**src/rtl/flow_cfg.svh**
```systemverilog
// Purpose: Offsets, encodings, reset values and field positions of the flow unit
// Assumes: Included by its bare name from rtl files
// Notes:   Definitions only
`ifndef FLOW_CFG_SVH
`define FLOW_CFG_SVH

// ****************************************
// Register byte addresses
// ****************************************
`define FLOW_ADDR_STATUS 8'h00
`define FLOW_ADDR_ACC 8'h04
`define FLOW_ADDR_PTR 8'h08
`define FLOW_ADDR_IRQ 8'h0C

// ****************************************
// Opcodes and opcode fields
// ****************************************
`define OP_INPAGE_HI 3'h3
`define OP_PAGE2_HI 3'h2
`define OP_FARJ_HI 5'h07
`define OP_FARC_HI 5'h06
`define OP_IDXJ 10'h010
`define OP_IDXC 10'h030
`define OP_RTI 10'h046
`define OP_RT 10'h044
`define OP_RTS 10'h045
`define OP_DI 10'h004
`define OP_EI 10'h005
`define OP_EXT0_FLAG_TEST_OP 10'h038
`define OP_IRQ_PIN_LEVEL_TEST_OP 10'h03A
`define OP_READ_IRQ_CTRL_ONE_OP 10'h054
`define OP_WRITE_IRQ_CTRL_ONE_OP 10'h03F
`define OP_READ_IRQ_CTRL_TWO_OP 10'h055
`define OP_WRITE_IRQ_CTRL_TWO_OP 10'h03E
`define OP_READ_IRQ_PIN_CTRL_OP 10'h253
`define OP_WRITE_IRQ_PIN_CTRL_OP 10'h217

// ****************************************
// Fields, pages and reset values
// ****************************************
`define CALL_PAGE_TWO 6'h02
`define PAGE_MASK 6'h3F
`define SKIP_GATE_BIT 0
`define POLARITY_BIT 2
`define RST_PAGE 6'h00
`define RST_LOW 7'h00
`define RST_NIBBLE 4'h0
`define STACK_DEPTH 8

`endif

```
**src/rtl/flow_pkg.sv**
```systemverilog
// Purpose: Types of the flow unit
// Assumes: Nothing
// Notes:   Constants live in flow_cfg.svh
`default_nettype none
package flow_pkg;
	// Decoded operation classes
	typedef enum logic [4:0] {
		OPC_NONE, OPC_INPAGE, OPC_FARJ, OPC_IDXJ, OPC_PAGE2, OPC_FARC, OPC_IDXC,
		OPC_RTI, OPC_RT, OPC_RTS, OPC_DI, OPC_EI, OPC_EXT0_FLAG_TEST_OP, OPC_IRQ_PIN_LEVEL_TEST_OP,
		OPC_READ_IRQ_CTRL_ONE_OP, OPC_WRITE_IRQ_CTRL_ONE_OP, OPC_READ_IRQ_CTRL_TWO_OP, OPC_WRITE_IRQ_CTRL_TWO_OP, OPC_READ_IRQ_PIN_CTRL_OP, OPC_WRITE_IRQ_PIN_CTRL_OP
	} op_class_t;
	// Fetch state, Gray coded
	typedef enum logic [1:0] {
		ST_FIRST = 2'b00,
		ST_SECOND = 2'b01
	} fetch_state_t;
endpackage
`default_nettype wire

```
**src/rtl/flow_exec.sv**
```systemverilog
// Purpose: Executes flow, return and interrupt-control instructions of a 4-bit core
// Assumes: One instruction word per accepted handshake; AHB-Lite slave for context
// Notes:   Skip flag turns the following word into a no-operation
`default_nettype none
`include "flow_cfg.svh"
module flow_exec (
	// Clock and reset
	input wire logic mclk_in,
	input wire logic rst_n_in,
	// AHB-Lite slave
	input wire logic hsel_in,
	input wire logic [31:0] haddr_in,
	input wire logic [1:0] htrans_in,
	input wire logic hwrite_in,
	input wire logic [2:0] hsize_in,
	input wire logic [31:0] hwdata_in,
	input wire logic hready_in,
	output logic [31:0] hrdata_out,
	output logic hreadyout_out,
	output logic hresp_out,
	// Instruction stream
	input wire logic instr_valid_in,
	input wire logic [9:0] instr_in,
	output logic instr_ready_out,
	// Interrupt entry and request sources
	input wire logic irq_entry_in,
	input wire logic [12:0] irq_vector_in,
	input wire logic ext0_req_in,
	input wire logic irq_pin_in,
	// Core state
	output logic [12:0] pc_out,
	output logic skip_out,
	output logic global_irq_enable_out
);
	// ****************************************
	// Declarations
	// ****************************************
	flow_pkg::fetch_state_t state_ff;
	flow_pkg::op_class_t op_cur, op_held_ff;
	logic [5:0] pc_page_ff;
	logic [6:0] pc_low_ff;
	logic [3:0] acc_ff, regb_ff, x_ff, y_ff;
	logic [2:0] page_offset_high_reg_ff;
	logic [1:0] z_ff;
	logic carry_ff, skip_ff, nop_mode_ff, global_irq_enable_flag_ff, ext0_request_flag_ff;
	logic [3:0] irq_ctrl_reg_one_ff, irq_ctrl_reg_two_ff, irq_pin_ctrl_reg_ff;
	logic [3:0] ctx_a_ff, ctx_b_ff, ctx_x_ff, ctx_y_ff;
	logic [1:0] ctx_z_ff;
	logic ctx_cy_ff, ctx_skip_ff, ctx_nop_ff;
	logic [4:0] held_page_lo_ff;
	logic [12:0] stack_top, pc_next_seq, push_addr;
	logic [2:0] sp;
	logic pin_level, accept, exec_one, exec_two, take_irq, push, pop;
	logic [5:0] far_page, idx_page;
	logic [6:0] idx_low;
	logic dphase_ff, dwait_ff, dwrite_ff;
	logic [7:0] daddr_ff;
	logic wr_acc, wr_ptr, wr_irq;

	// Classify a first word; used for live and held decode
	function automatic flow_pkg::op_class_t decode_op(input logic [9:0] w);
		if (w[9:7] == `OP_INPAGE_HI) return flow_pkg::OPC_INPAGE;
		if (w[9:7] == `OP_PAGE2_HI) return flow_pkg::OPC_PAGE2;
		if (w[9:5] == `OP_FARJ_HI) return flow_pkg::OPC_FARJ;
		if (w[9:5] == `OP_FARC_HI) return flow_pkg::OPC_FARC;
		case (w)
			`OP_IDXJ: return flow_pkg::OPC_IDXJ;
			`OP_IDXC: return flow_pkg::OPC_IDXC;
			`OP_RTI: return flow_pkg::OPC_RTI;
			`OP_RT: return flow_pkg::OPC_RT;
			`OP_RTS: return flow_pkg::OPC_RTS;
			`OP_DI: return flow_pkg::OPC_DI;
			`OP_EI: return flow_pkg::OPC_EI;
			`OP_EXT0_FLAG_TEST_OP: return flow_pkg::OPC_EXT0_FLAG_TEST_OP;
			`OP_IRQ_PIN_LEVEL_TEST_OP: return flow_pkg::OPC_IRQ_PIN_LEVEL_TEST_OP;
			`OP_READ_IRQ_CTRL_ONE_OP: return flow_pkg::OPC_READ_IRQ_CTRL_ONE_OP;
			`OP_WRITE_IRQ_CTRL_ONE_OP: return flow_pkg::OPC_WRITE_IRQ_CTRL_ONE_OP;
			`OP_READ_IRQ_CTRL_TWO_OP: return flow_pkg::OPC_READ_IRQ_CTRL_TWO_OP;
			`OP_WRITE_IRQ_CTRL_TWO_OP: return flow_pkg::OPC_WRITE_IRQ_CTRL_TWO_OP;
			`OP_READ_IRQ_PIN_CTRL_OP: return flow_pkg::OPC_READ_IRQ_PIN_CTRL_OP;
			`OP_WRITE_IRQ_PIN_CTRL_OP: return flow_pkg::OPC_WRITE_IRQ_PIN_CTRL_OP;
			default: return flow_pkg::OPC_NONE;
		endcase
	endfunction

	// Two-word operations wait for their operand word
	function automatic logic is_two_word(input flow_pkg::op_class_t o);
		return (o == flow_pkg::OPC_FARJ) || (o == flow_pkg::OPC_FARC) ||
			(o == flow_pkg::OPC_IDXJ) || (o == flow_pkg::OPC_IDXC);
	endfunction

	// ****************************************
	// Submodules
	// ****************************************
	flow_pin_sync u_pin (
		.mclk_in(mclk_in),
		.rst_n_in(rst_n_in),
		.pin_in(irq_pin_in),
		.level_out(pin_level)
	);

	flow_stack u_stack (
		.mclk_in(mclk_in),
		.rst_n_in(rst_n_in),
		.push_in(push),
		.pop_in(pop),
		.push_data_in(push_addr),
		.top_out(stack_top),
		.sp_out(sp)
	);

	// ****************************************
	// Handshake and operation strobes
	// ****************************************
	// Interrupt entry is taken only between instructions
	assign take_irq = irq_entry_in && (state_ff == flow_pkg::ST_FIRST);
	assign instr_ready_out = !take_irq;
	assign accept = instr_valid_in && instr_ready_out;
	assign op_cur = decode_op(instr_in);
	assign exec_one = accept && (state_ff == flow_pkg::ST_FIRST) && !skip_ff;
	assign exec_two = accept && (state_ff == flow_pkg::ST_SECOND);
	assign pc_next_seq = {pc_page_ff, pc_low_ff + 7'h01};
	// Entry saves the address not yet run, so the return resumes right there
	assign push_addr = take_irq ? {pc_page_ff, pc_low_ff} : pc_next_seq;
	// Page fields of the held first word and the operand word, masked to the device range
	assign far_page = {instr_in[7], held_page_lo_ff} & `PAGE_MASK;
	assign idx_page = {instr_in[7:6], instr_in[3:0]} & `PAGE_MASK;
	assign idx_low = {page_offset_high_reg_ff, acc_ff};
	// Stack traffic
	assign push = take_irq || (exec_one && op_cur == flow_pkg::OPC_PAGE2) ||
		(exec_two && (op_held_ff == flow_pkg::OPC_FARC || op_held_ff == flow_pkg::OPC_IDXC));
	assign pop = exec_one && (op_cur == flow_pkg::OPC_RT || op_cur == flow_pkg::OPC_RTS ||
		op_cur == flow_pkg::OPC_RTI);

	// ****************************************
	// Fetch sequencing
	// ****************************************
	// Latch first word of a two-word operation
	always_ff @(posedge mclk_in) begin
		if (!rst_n_in) begin
			state_ff <= flow_pkg::ST_FIRST;
			op_held_ff <= flow_pkg::OPC_NONE;
			held_page_lo_ff <= 5'h00;
		end else begin
			case (state_ff)
				flow_pkg::ST_FIRST: begin
					if (exec_one && is_two_word(op_cur)) begin
						state_ff <= flow_pkg::ST_SECOND;
						op_held_ff <= op_cur;
						held_page_lo_ff <= instr_in[4:0];
					end
				end
				flow_pkg::ST_SECOND: begin
					if (accept)
						state_ff <= flow_pkg::ST_FIRST;
				end
				default: state_ff <= flow_pkg::ST_FIRST;
			endcase
		end
	end

	// Program counter
	always_ff @(posedge mclk_in) begin
		if (!rst_n_in) begin
			pc_page_ff <= `RST_PAGE;
			pc_low_ff <= `RST_LOW;
		end else if (take_irq) begin
			{pc_page_ff, pc_low_ff} <= irq_vector_in;
		end else if (exec_two) begin
			if (op_held_ff == flow_pkg::OPC_FARJ || op_held_ff == flow_pkg::OPC_FARC) begin
				pc_page_ff <= far_page;
				pc_low_ff <= instr_in[6:0];
			end else begin
				pc_page_ff <= idx_page;
				pc_low_ff <= idx_low;
			end
		end else if (exec_one && op_cur == flow_pkg::OPC_INPAGE) begin
			pc_low_ff <= instr_in[6:0];
		end else if (exec_one && op_cur == flow_pkg::OPC_PAGE2) begin
			pc_page_ff <= `CALL_PAGE_TWO;
			pc_low_ff <= instr_in[6:0];
		end else if (pop) begin
			{pc_page_ff, pc_low_ff} <= stack_top;
		end else if (accept) begin
			pc_low_ff <= pc_low_ff + 7'h01;
		end
	end

	// Skip flag: set by tests and skipping return, consumed by next word
	always_ff @(posedge mclk_in) begin
		if (!rst_n_in)
			skip_ff <= 1'b0;
		else if (take_irq)
			skip_ff <= 1'b0;
		else if (exec_one) begin
			case (op_cur)
				flow_pkg::OPC_RTS: skip_ff <= 1'b1;
				flow_pkg::OPC_RT: skip_ff <= 1'b0;
				flow_pkg::OPC_RTI: skip_ff <= ctx_skip_ff;
				flow_pkg::OPC_EXT0_FLAG_TEST_OP:
					skip_ff <= !irq_ctrl_reg_one_ff[`SKIP_GATE_BIT] && ext0_request_flag_ff;
				flow_pkg::OPC_IRQ_PIN_LEVEL_TEST_OP:
					skip_ff <= irq_pin_ctrl_reg_ff[`POLARITY_BIT] ? pin_level : !pin_level;
				default: skip_ff <= 1'b0;
			endcase
		end else if (accept)
			skip_ff <= 1'b0;
	end

	// ****************************************
	// Interrupt control state
	// ****************************************
	// Global enable: cleared on entry and by mask, set by unmask
	always_ff @(posedge mclk_in) begin
		if (!rst_n_in)
			global_irq_enable_flag_ff <= 1'b0;
		else if (take_irq || (exec_one && op_cur == flow_pkg::OPC_DI))
			global_irq_enable_flag_ff <= 1'b0;
		else if (exec_one && op_cur == flow_pkg::OPC_EI)
			global_irq_enable_flag_ff <= 1'b1;
	end

	// Ext0 request: a new request wins over the test's clear
	always_ff @(posedge mclk_in) begin
		if (!rst_n_in)
			ext0_request_flag_ff <= 1'b0;
		else if (ext0_req_in)
			ext0_request_flag_ff <= 1'b1;
		else if (exec_one && op_cur == flow_pkg::OPC_EXT0_FLAG_TEST_OP && !irq_ctrl_reg_one_ff[`SKIP_GATE_BIT])
			ext0_request_flag_ff <= 1'b0;
	end

	// Control registers loaded from the accumulator or the bus
	always_ff @(posedge mclk_in) begin
		if (!rst_n_in) begin
			irq_ctrl_reg_one_ff <= `RST_NIBBLE;
			irq_ctrl_reg_two_ff <= `RST_NIBBLE;
			irq_pin_ctrl_reg_ff <= `RST_NIBBLE;
		end else if (exec_one && op_cur == flow_pkg::OPC_WRITE_IRQ_CTRL_ONE_OP)
			irq_ctrl_reg_one_ff <= acc_ff;
		else if (exec_one && op_cur == flow_pkg::OPC_WRITE_IRQ_CTRL_TWO_OP)
			irq_ctrl_reg_two_ff <= acc_ff;
		else if (exec_one && op_cur == flow_pkg::OPC_WRITE_IRQ_PIN_CTRL_OP)
			irq_pin_ctrl_reg_ff <= acc_ff;
		else if (wr_irq) begin
			irq_ctrl_reg_one_ff <= hwdata_in[3:0];
			irq_ctrl_reg_two_ff <= hwdata_in[7:4];
			irq_pin_ctrl_reg_ff <= hwdata_in[11:8];
		end
	end

	// ****************************************
	// Core context and its interrupt copy
	// ****************************************
	// Context snapshot at interrupt entry
	always_ff @(posedge mclk_in) begin
		if (take_irq) begin
			ctx_a_ff <= acc_ff;
			ctx_b_ff <= regb_ff;
			ctx_x_ff <= x_ff;
			ctx_y_ff <= y_ff;
			ctx_z_ff <= z_ff;
			ctx_cy_ff <= carry_ff;
			ctx_skip_ff <= skip_ff;
			ctx_nop_ff <= nop_mode_ff;
		end
	end

	// Accumulator and B: instruction first, then bus
	always_ff @(posedge mclk_in) begin
		if (!rst_n_in) begin
			acc_ff <= `RST_NIBBLE;
			regb_ff <= `RST_NIBBLE;
		end else if (exec_one && op_cur == flow_pkg::OPC_RTI) begin
			acc_ff <= ctx_a_ff;
			regb_ff <= ctx_b_ff;
		end else if (exec_one && op_cur == flow_pkg::OPC_READ_IRQ_CTRL_ONE_OP)
			acc_ff <= irq_ctrl_reg_one_ff;
		else if (exec_one && op_cur == flow_pkg::OPC_READ_IRQ_CTRL_TWO_OP)
			acc_ff <= irq_ctrl_reg_two_ff;
		else if (exec_one && op_cur == flow_pkg::OPC_READ_IRQ_PIN_CTRL_OP)
			acc_ff <= irq_pin_ctrl_reg_ff;
		else if (wr_acc) begin
			acc_ff <= hwdata_in[3:0];
			regb_ff <= hwdata_in[7:4];
		end
	end

	// D, carry, load-chain status
	always_ff @(posedge mclk_in) begin
		if (!rst_n_in) begin
			page_offset_high_reg_ff <= 3'h0;
			carry_ff <= 1'b0;
			nop_mode_ff <= 1'b0;
		end else if (exec_one && op_cur == flow_pkg::OPC_RTI) begin
			carry_ff <= ctx_cy_ff;
			nop_mode_ff <= ctx_nop_ff;
		end else if (wr_acc) begin
			page_offset_high_reg_ff <= hwdata_in[10:8];
			carry_ff <= hwdata_in[12];
			nop_mode_ff <= hwdata_in[13];
		end
	end

	// Data pointer
	always_ff @(posedge mclk_in) begin
		if (!rst_n_in) begin
			x_ff <= `RST_NIBBLE;
			y_ff <= `RST_NIBBLE;
			z_ff <= 2'h0;
		end else if (exec_one && op_cur == flow_pkg::OPC_RTI) begin
			x_ff <= ctx_x_ff;
			y_ff <= ctx_y_ff;
			z_ff <= ctx_z_ff;
		end else if (wr_ptr) begin
			x_ff <= hwdata_in[3:0];
			y_ff <= hwdata_in[7:4];
			z_ff <= hwdata_in[9:8];
		end
	end

	// ****************************************
	// AHB-Lite slave, one wait state on every transfer
	// ****************************************
	assign wr_acc = dphase_ff && !dwait_ff && dwrite_ff && daddr_ff == `FLOW_ADDR_ACC;
	assign wr_ptr = dphase_ff && !dwait_ff && dwrite_ff && daddr_ff == `FLOW_ADDR_PTR;
	assign wr_irq = dphase_ff && !dwait_ff && dwrite_ff && daddr_ff == `FLOW_ADDR_IRQ;
	assign hreadyout_out = !dwait_ff;
	assign hresp_out = 1'b0;

	// Address phase capture and wait sequencing
	always_ff @(posedge mclk_in) begin
		if (!rst_n_in) begin
			dphase_ff <= 1'b0;
			dwait_ff <= 1'b0;
			dwrite_ff <= 1'b0;
			daddr_ff <= 8'h00;
		end else if (dwait_ff)
			dwait_ff <= 1'b0;
		else if (hready_in) begin
			dphase_ff <= hsel_in && htrans_in[1];
			dwait_ff <= hsel_in && htrans_in[1];
			dwrite_ff <= hwrite_in;
			daddr_ff <= haddr_in[7:0];
		end
	end

	// Read data registered during the wait state
	always_ff @(posedge mclk_in) begin
		if (!rst_n_in)
			hrdata_out <= 32'h0000_0000;
		else if (dwait_ff && !dwrite_ff) begin
			case (daddr_ff)
				`FLOW_ADDR_STATUS: hrdata_out <= {14'h0000, global_irq_enable_flag_ff, skip_ff, sp, pc_page_ff, pc_low_ff};
				`FLOW_ADDR_ACC: hrdata_out <= {18'h00000, nop_mode_ff, carry_ff, 1'b0, page_offset_high_reg_ff,
					regb_ff, acc_ff};
				`FLOW_ADDR_PTR: hrdata_out <= {22'h000000, z_ff, y_ff, x_ff};
				`FLOW_ADDR_IRQ: hrdata_out <= {18'h00000, pin_level, ext0_request_flag_ff, irq_pin_ctrl_reg_ff,
					irq_ctrl_reg_two_ff, irq_ctrl_reg_one_ff};
				default: hrdata_out <= 32'h0000_0000;
			endcase
		end
	end

	// Outputs
	assign pc_out = {pc_page_ff, pc_low_ff};
	assign skip_out = skip_ff;
	assign global_irq_enable_out = global_irq_enable_flag_ff;
endmodule
`default_nettype wire

```
**src/rtl/flow_pin_sync.sv**
```systemverilog
// Purpose: Three-stage synchroniser for the external interrupt pin
// Assumes: Pin is asynchronous to mclk_in
// Notes:   Level changes once stages two and three agree
`default_nettype none
module flow_pin_sync (
	// Clock and reset
	input wire logic mclk_in,
	input wire logic rst_n_in,
	// Pin and clean level
	input wire logic pin_in,
	output logic level_out
);
	logic s1_ff, s2_ff, s3_ff;

	// Shift chain, first stage read only by the second
	always_ff @(posedge mclk_in) begin
		if (!rst_n_in) begin
			s1_ff <= 1'b0;
			s2_ff <= 1'b0;
			s3_ff <= 1'b0;
		end else begin
			s1_ff <= pin_in;
			s2_ff <= s1_ff;
			s3_ff <= s2_ff;
		end
	end

	// Accept a new level on agreement
	always_ff @(posedge mclk_in) begin
		if (!rst_n_in)
			level_out <= 1'b0;
		else if (s2_ff == s3_ff)
			level_out <= s3_ff;
	end
endmodule
`default_nettype wire

```
**src/rtl/flow_stack.sv**
```systemverilog
// Purpose: Return-address stack of the flow unit
// Assumes: Push and pop never in the same cycle
// Notes:   Pointer wraps silently on overflow
`default_nettype none
`include "flow_cfg.svh"
module flow_stack (
	// Clock and reset
	input wire logic mclk_in,
	input wire logic rst_n_in,
	// Control
	input wire logic push_in,
	input wire logic pop_in,
	input wire logic [12:0] push_data_in,
	// State
	output logic [12:0] top_out,
	output logic [2:0] sp_out
);
	logic [12:0] mem_ff [`STACK_DEPTH];
	logic [2:0] nxt_sp;

	assign nxt_sp = sp_out + 3'h1;
	assign top_out = mem_ff[sp_out];

	// Pointer moves up on push, down on pop
	always_ff @(posedge mclk_in) begin
		if (!rst_n_in)
			sp_out <= 3'h0;
		else if (push_in)
			sp_out <= nxt_sp;
		else if (pop_in)
			sp_out <= sp_out - 3'h1;
	end

	// Entry written at the incremented pointer
	always_ff @(posedge mclk_in) begin
		if (push_in)
			mem_ff[nxt_sp] <= push_data_in;
	end
endmodule
`default_nettype wire

```
**config.mk**
```make
export PLATFORM = sky130hd
export DESIGN_NAME = flow_exec
export DESIGN_NICKNAME = d
export VERILOG_FILES = /design/src/rtl/flow_pkg.sv /design/src/rtl/flow_exec.sv /design/src/rtl/flow_pin_sync.sv /design/src/rtl/flow_stack.sv
export VERILOG_INCLUDE_DIRS = /design/src /design/src/rtl
export SDC_FILE = /design/constraint.sdc
export NUM_CORES = 1
export LEC_CHECK = 0
export BUFFER_PORTS_ARGS = -buffer_cell sky130_fd_sc_hd__buf_2
export CAP_MARGIN = 20
export CORE_ASPECT_RATIO = 0.75
export CORE_UTILIZATION = 50
export CTS_BUF_LIST = sky130_fd_sc_hd__clkbuf_4
export CTS_CLUSTER_SIZE = 20
export DETAILED_ROUTE_END_ITERATION = 10
export HOLD_SLACK_MARGIN = 0.12
export PLACE_DENSITY_LB_ADDON = 0.2
export SETUP_SLACK_MARGIN = 0.15
export SLEW_MARGIN = 0
export SYNTH_ARGS = -nofsm -noshare
export SYNTH_HDL_FRONTEND = slang
export SYNTH_SLANG_ARGS = --single-unit
```
**constraint.sdc**
```tcl
create_clock -name mclk_in -period 13.7 [get_ports mclk_in]
set_input_delay 2.74 -clock mclk_in [delete_from_list [all_inputs] [get_ports mclk_in]]
set_output_delay 2.74 -clock mclk_in [all_outputs]
set_load 0.01 [all_outputs]
```
==> impl_metrics.csv <==
group,metric,value,unit
critical_path,crit_path_max_incr_delay,0.16,ns
route,drt-total-wl,28600,um
sta,fin_crit_sh,42.9,%
pwr,power.leakage,4.42,nW
placed_design,gp_congestion,0.922,
run_status,status,"completed",
grt,grt_max_degree,63,
grt,track_usage,26.3,%
job,maxCapViolations,0,
sta,worstMarginPinSlew,1.11,ns
critical_path,cp_slowest_cell,"buf_2",
route,wl_met2,11600,um
cells_and_area,utilization,57.0,%
sta,fmax,0.170,GHz
route,avgRoutedWirePerCell,21.0,um
floorplanning,die_y,129,um
clock_network,cts_buffers,55,
cells_and_area,area_growth,11.8,%
floorplanning,die_w,172,um
critical_path,cp.arrival,3.14,ns
critical_path,worstSetupPathType,"in -> out",
cells_and_area,n_antenna_cell,0,
yosys,synth_cells,941,
floorplanning,floorplan.rows,46,
critical_path,startpoint,"irq_entry_in",
sta,fin_crit,5.88,ns
placed_design,hpwlAfterDp,19300,um
route,viasPerCell,5.99,
cells_and_area,final_cell_mix,"125 x edfxtp_1, 104 x nand2_1, 100 x dfxtp_1, 89 x buf_2, 80 x clkbuf_4",
clock_network,cts_tree,"yes",
floorplanning,fp.coreArea,0.0212,mm^2
critical_path,r2r_start,"skip_out$_SDFFE_PP0P_",
placed_design,port_buffers,89,
clock_network,cts_resized,0,
critical_path,cp-end-kind,"primary output",
yosys,synth_edf_count,125,
floorplanning,die-area,0.0222,mm^2
route,num_vias,8183,
grt,grt_pass1_vias,7554,
critical_path,crit_fanout,4,
cells_and_area,multi_input_area,0.00458,mm^2
cells_and_area,area.sequential,0.00578,mm^2
critical_path,crit_buf_inv,2,
grt,antenna_found_initial,0,
route,ant_nets,0,
clock_network,cts.path.max_buffers,3,
grt,grt_pass1_wl,43600,um
sta,fin_ws,7.82,ns
yosys,synth-seq-area-share,53.5,%
sta,hold_viol_final,0,
sta,slew_headroom,25.6,%
route,wl_met3,2470,um
clock_network,root_buffer,"clkbuf_4",
floorplanning,io_pins,151,
placed_design,dpl_worst_slack,7.37,ns
yosys,synthFlopType,"edfxtp_1",
yosys,ys_ff_latch,226,
sta,fin_tns_setup,0,ns
clock_network,worstSkewPairLatency,0.70,ns
sta,skew,0.0418,ns
route,dr.pass1.iters,5,
sta,rsz0062_at_grt,"false",
placed_design,placedCellCount,1261,
clock_network,cts_setup_buffers,0,
critical_path,r2r_end,"u_stack.mem_ff[5][0]$_DFFE_PP_",
min_path,hold_class,"reg -> reg",
critical_path,cp.depth,3,
pwr,p_total,1.45,mW
clock_network,cts.sinks,226,
critical_path,crit_path_frequent_cell,"buf_2",
route,route.detailed.drc,0,
yosys,async_flop_share,0,%
grt,grt-ovfl-total,0,
cells_and_area,drive_gt1_share,26.3,%
sta,setup_viol_count_final,0,
cells_and_area,n_fill_cell,1849,
critical_path,reg2reg_slack,9.98,ns
route,highest_layer,"met4",
critical_path,cp_data_required_time,10.96,ns
clock_network,cts_hold_buf,0,
route,m1WireLength,14000,um
pwr,peakVddDrop,0.0674,mV
critical_path,cp-start-kind,"input pin",
clock_network,htree_levels,2,
route,drt_iter0_markers,850,
cells_and_area,mostFrequentLayoutCell,"edfxtp_1",
critical_path,path_cells,"buf_2, nand2b_1, buf_2",
critical_path,critPathCapture,"instr_ready_out",
cells_and_area,final_nets,1135,
yosys,synth_area,0.0108,mm^2
clock_network,clk_pin_slew,0.07,ns
yosys,synth.avg_cell_area,11.5,um^2
yosys,yosysWarnings,0,
sta,drv_slew,0,
critical_path,critPathTopFamily,"buffers and inverters",
min_path,min_from,"u_pin.s1_ff$_SDFF_PN0_",
pwr,p_per_area,120,mW/mm^2
cells_and_area,final-instance-count-excl-fill,1365,
floorplanning,start_util,51.0,%
critical_path,ff2ff_path_depth,7,
yosys,yosysUniqueCellTypes,82,
final cells by class:
class,count,share of cell area [%]
tap,288,2.99
sequential,226,47.9
multi-input combinational,628,37.9
inverter,13,0.404
timing repair buffer,107,4.98
clock buffer,80,4.98
clock inverter,23,0.840
layer usage:
metal	vias up	GRT usage, %
li1	3771	-
met1	3988	41.6
met2	384	34.6
met3	40	6.57
met4	0	8.09
met5	-	0
cells by family after synthesis:
family | after synthesis | share of synthesized area (%)
multiplexers | 77 | 11.4
other | 1 | 0.0347
buffers and inverters | 101 | 4.84
flip-flops | 226 | 53.5
AO/OA/AOI/OAI | 209 | 14.2
AND/OR/NAND/NOR | 306 | 14.2
XOR/XNOR | 18 | 1.46
adder cells (fa/ha/maj) | 3 | 0.348
registers in the layout (all words and copies together), names as in the netlist, 5 cells and up, named ones only:
| register | flops |
|---|---|
| pc_low_ff | 7 |
| pc_page_ff | 6 |
| u_stack.mem_ff | 104 |
| daddr_ff | 8 |
| held_page_lo_ff | 5 |
| op_held_ff | 5 |
| hrdata_out | 18 |
worst reg2reg max path, delay by kind of cell, from the launching register on:
family	cells	cell delay, ns
AO/OA/AOI/OAI	1	0.61
buffers and inverters	1	0.27
AND/OR/NAND/NOR	5	2.11
flip-flops	1	0.37
cells in the mapped netlist (5+ instances only):
master | instances | area (um^2)
inv_1 | 12 | 45.0
nand4_1 | 7 | 43.8
mux4_2 | 36 | 811
nand3b_1 | 10 | 75.1
edfxtp_1 | 125 | 3750
dfxtp_1 | 101 | 2020
clkbuf_1 | 41 | 154
and2_1 | 5 | 31.3
mux2i_1 | 33 | 330
a211oi_2 | 12 | 150
nor4_1 | 5 | 31.3
o31ai_1 | 6 | 45.0
nor2b_1 | 8 | 50.1
a211o_1 | 5 | 43.8
a21oi_1 | 49 | 245
a311oi_1 | 8 | 70.1
and3_1 | 11 | 68.8
nand2_1 | 104 | 390
nor3b_1 | 6 | 45.0
nor2_1 | 57 | 214
buf_2 | 7 | 35.0
o221ai_1 | 8 | 70.1
nor3_1 | 33 | 165
mux2_2 | 8 | 90.1
nand3_1 | 26 | 130
a211oi_1 | 9 | 67.6
buf_6 | 6 | 67.6
buf_4 | 24 | 180
a31oi_1 | 11 | 68.8
xor2_1 | 6 | 52.6
o21ai_0 | 32 | 160
xnor2_1 | 12 | 105
a22oi_1 | 19 | 143
buf_1 | 10 | 37.5
report_power, final:
group	internal (mW)	switching [mW]	total, mW
clock	0.272	0.278	0.550
sequential	0.741	0.0182	0.759
combinational	0.0536	0.0860	0.140
through the flow:
stage	instance area, um^2	hold slack (ns)
global route	12100	0.450
global placement	11300	0.416
floorplan	10800	0.412
detailed placement	11300	0.421
finish	12100	0.435
CTS	12000	0.438
how the worst min path moves through the flow:
stage                             endpoint  slack (ns)  depth (start not counted)
floorplan           u_pin.s2_ff$_SDFF_PN0_        0.41                          1
global placement    u_pin.s2_ff$_SDFF_PN0_        0.42                          1
detailed placement  u_pin.s2_ff$_SDFF_PN0_        0.42                          1
CTS                 u_pin.s2_ff$_SDFF_PN0_        0.44                          1
global route         ctx_x_ff[2]$_DFFE_PP_        0.45                          0
finish              u_pin.s2_ff$_SDFF_PN0_        0.44                          1
Note: power is estimated with default switching activity, not from simulation.
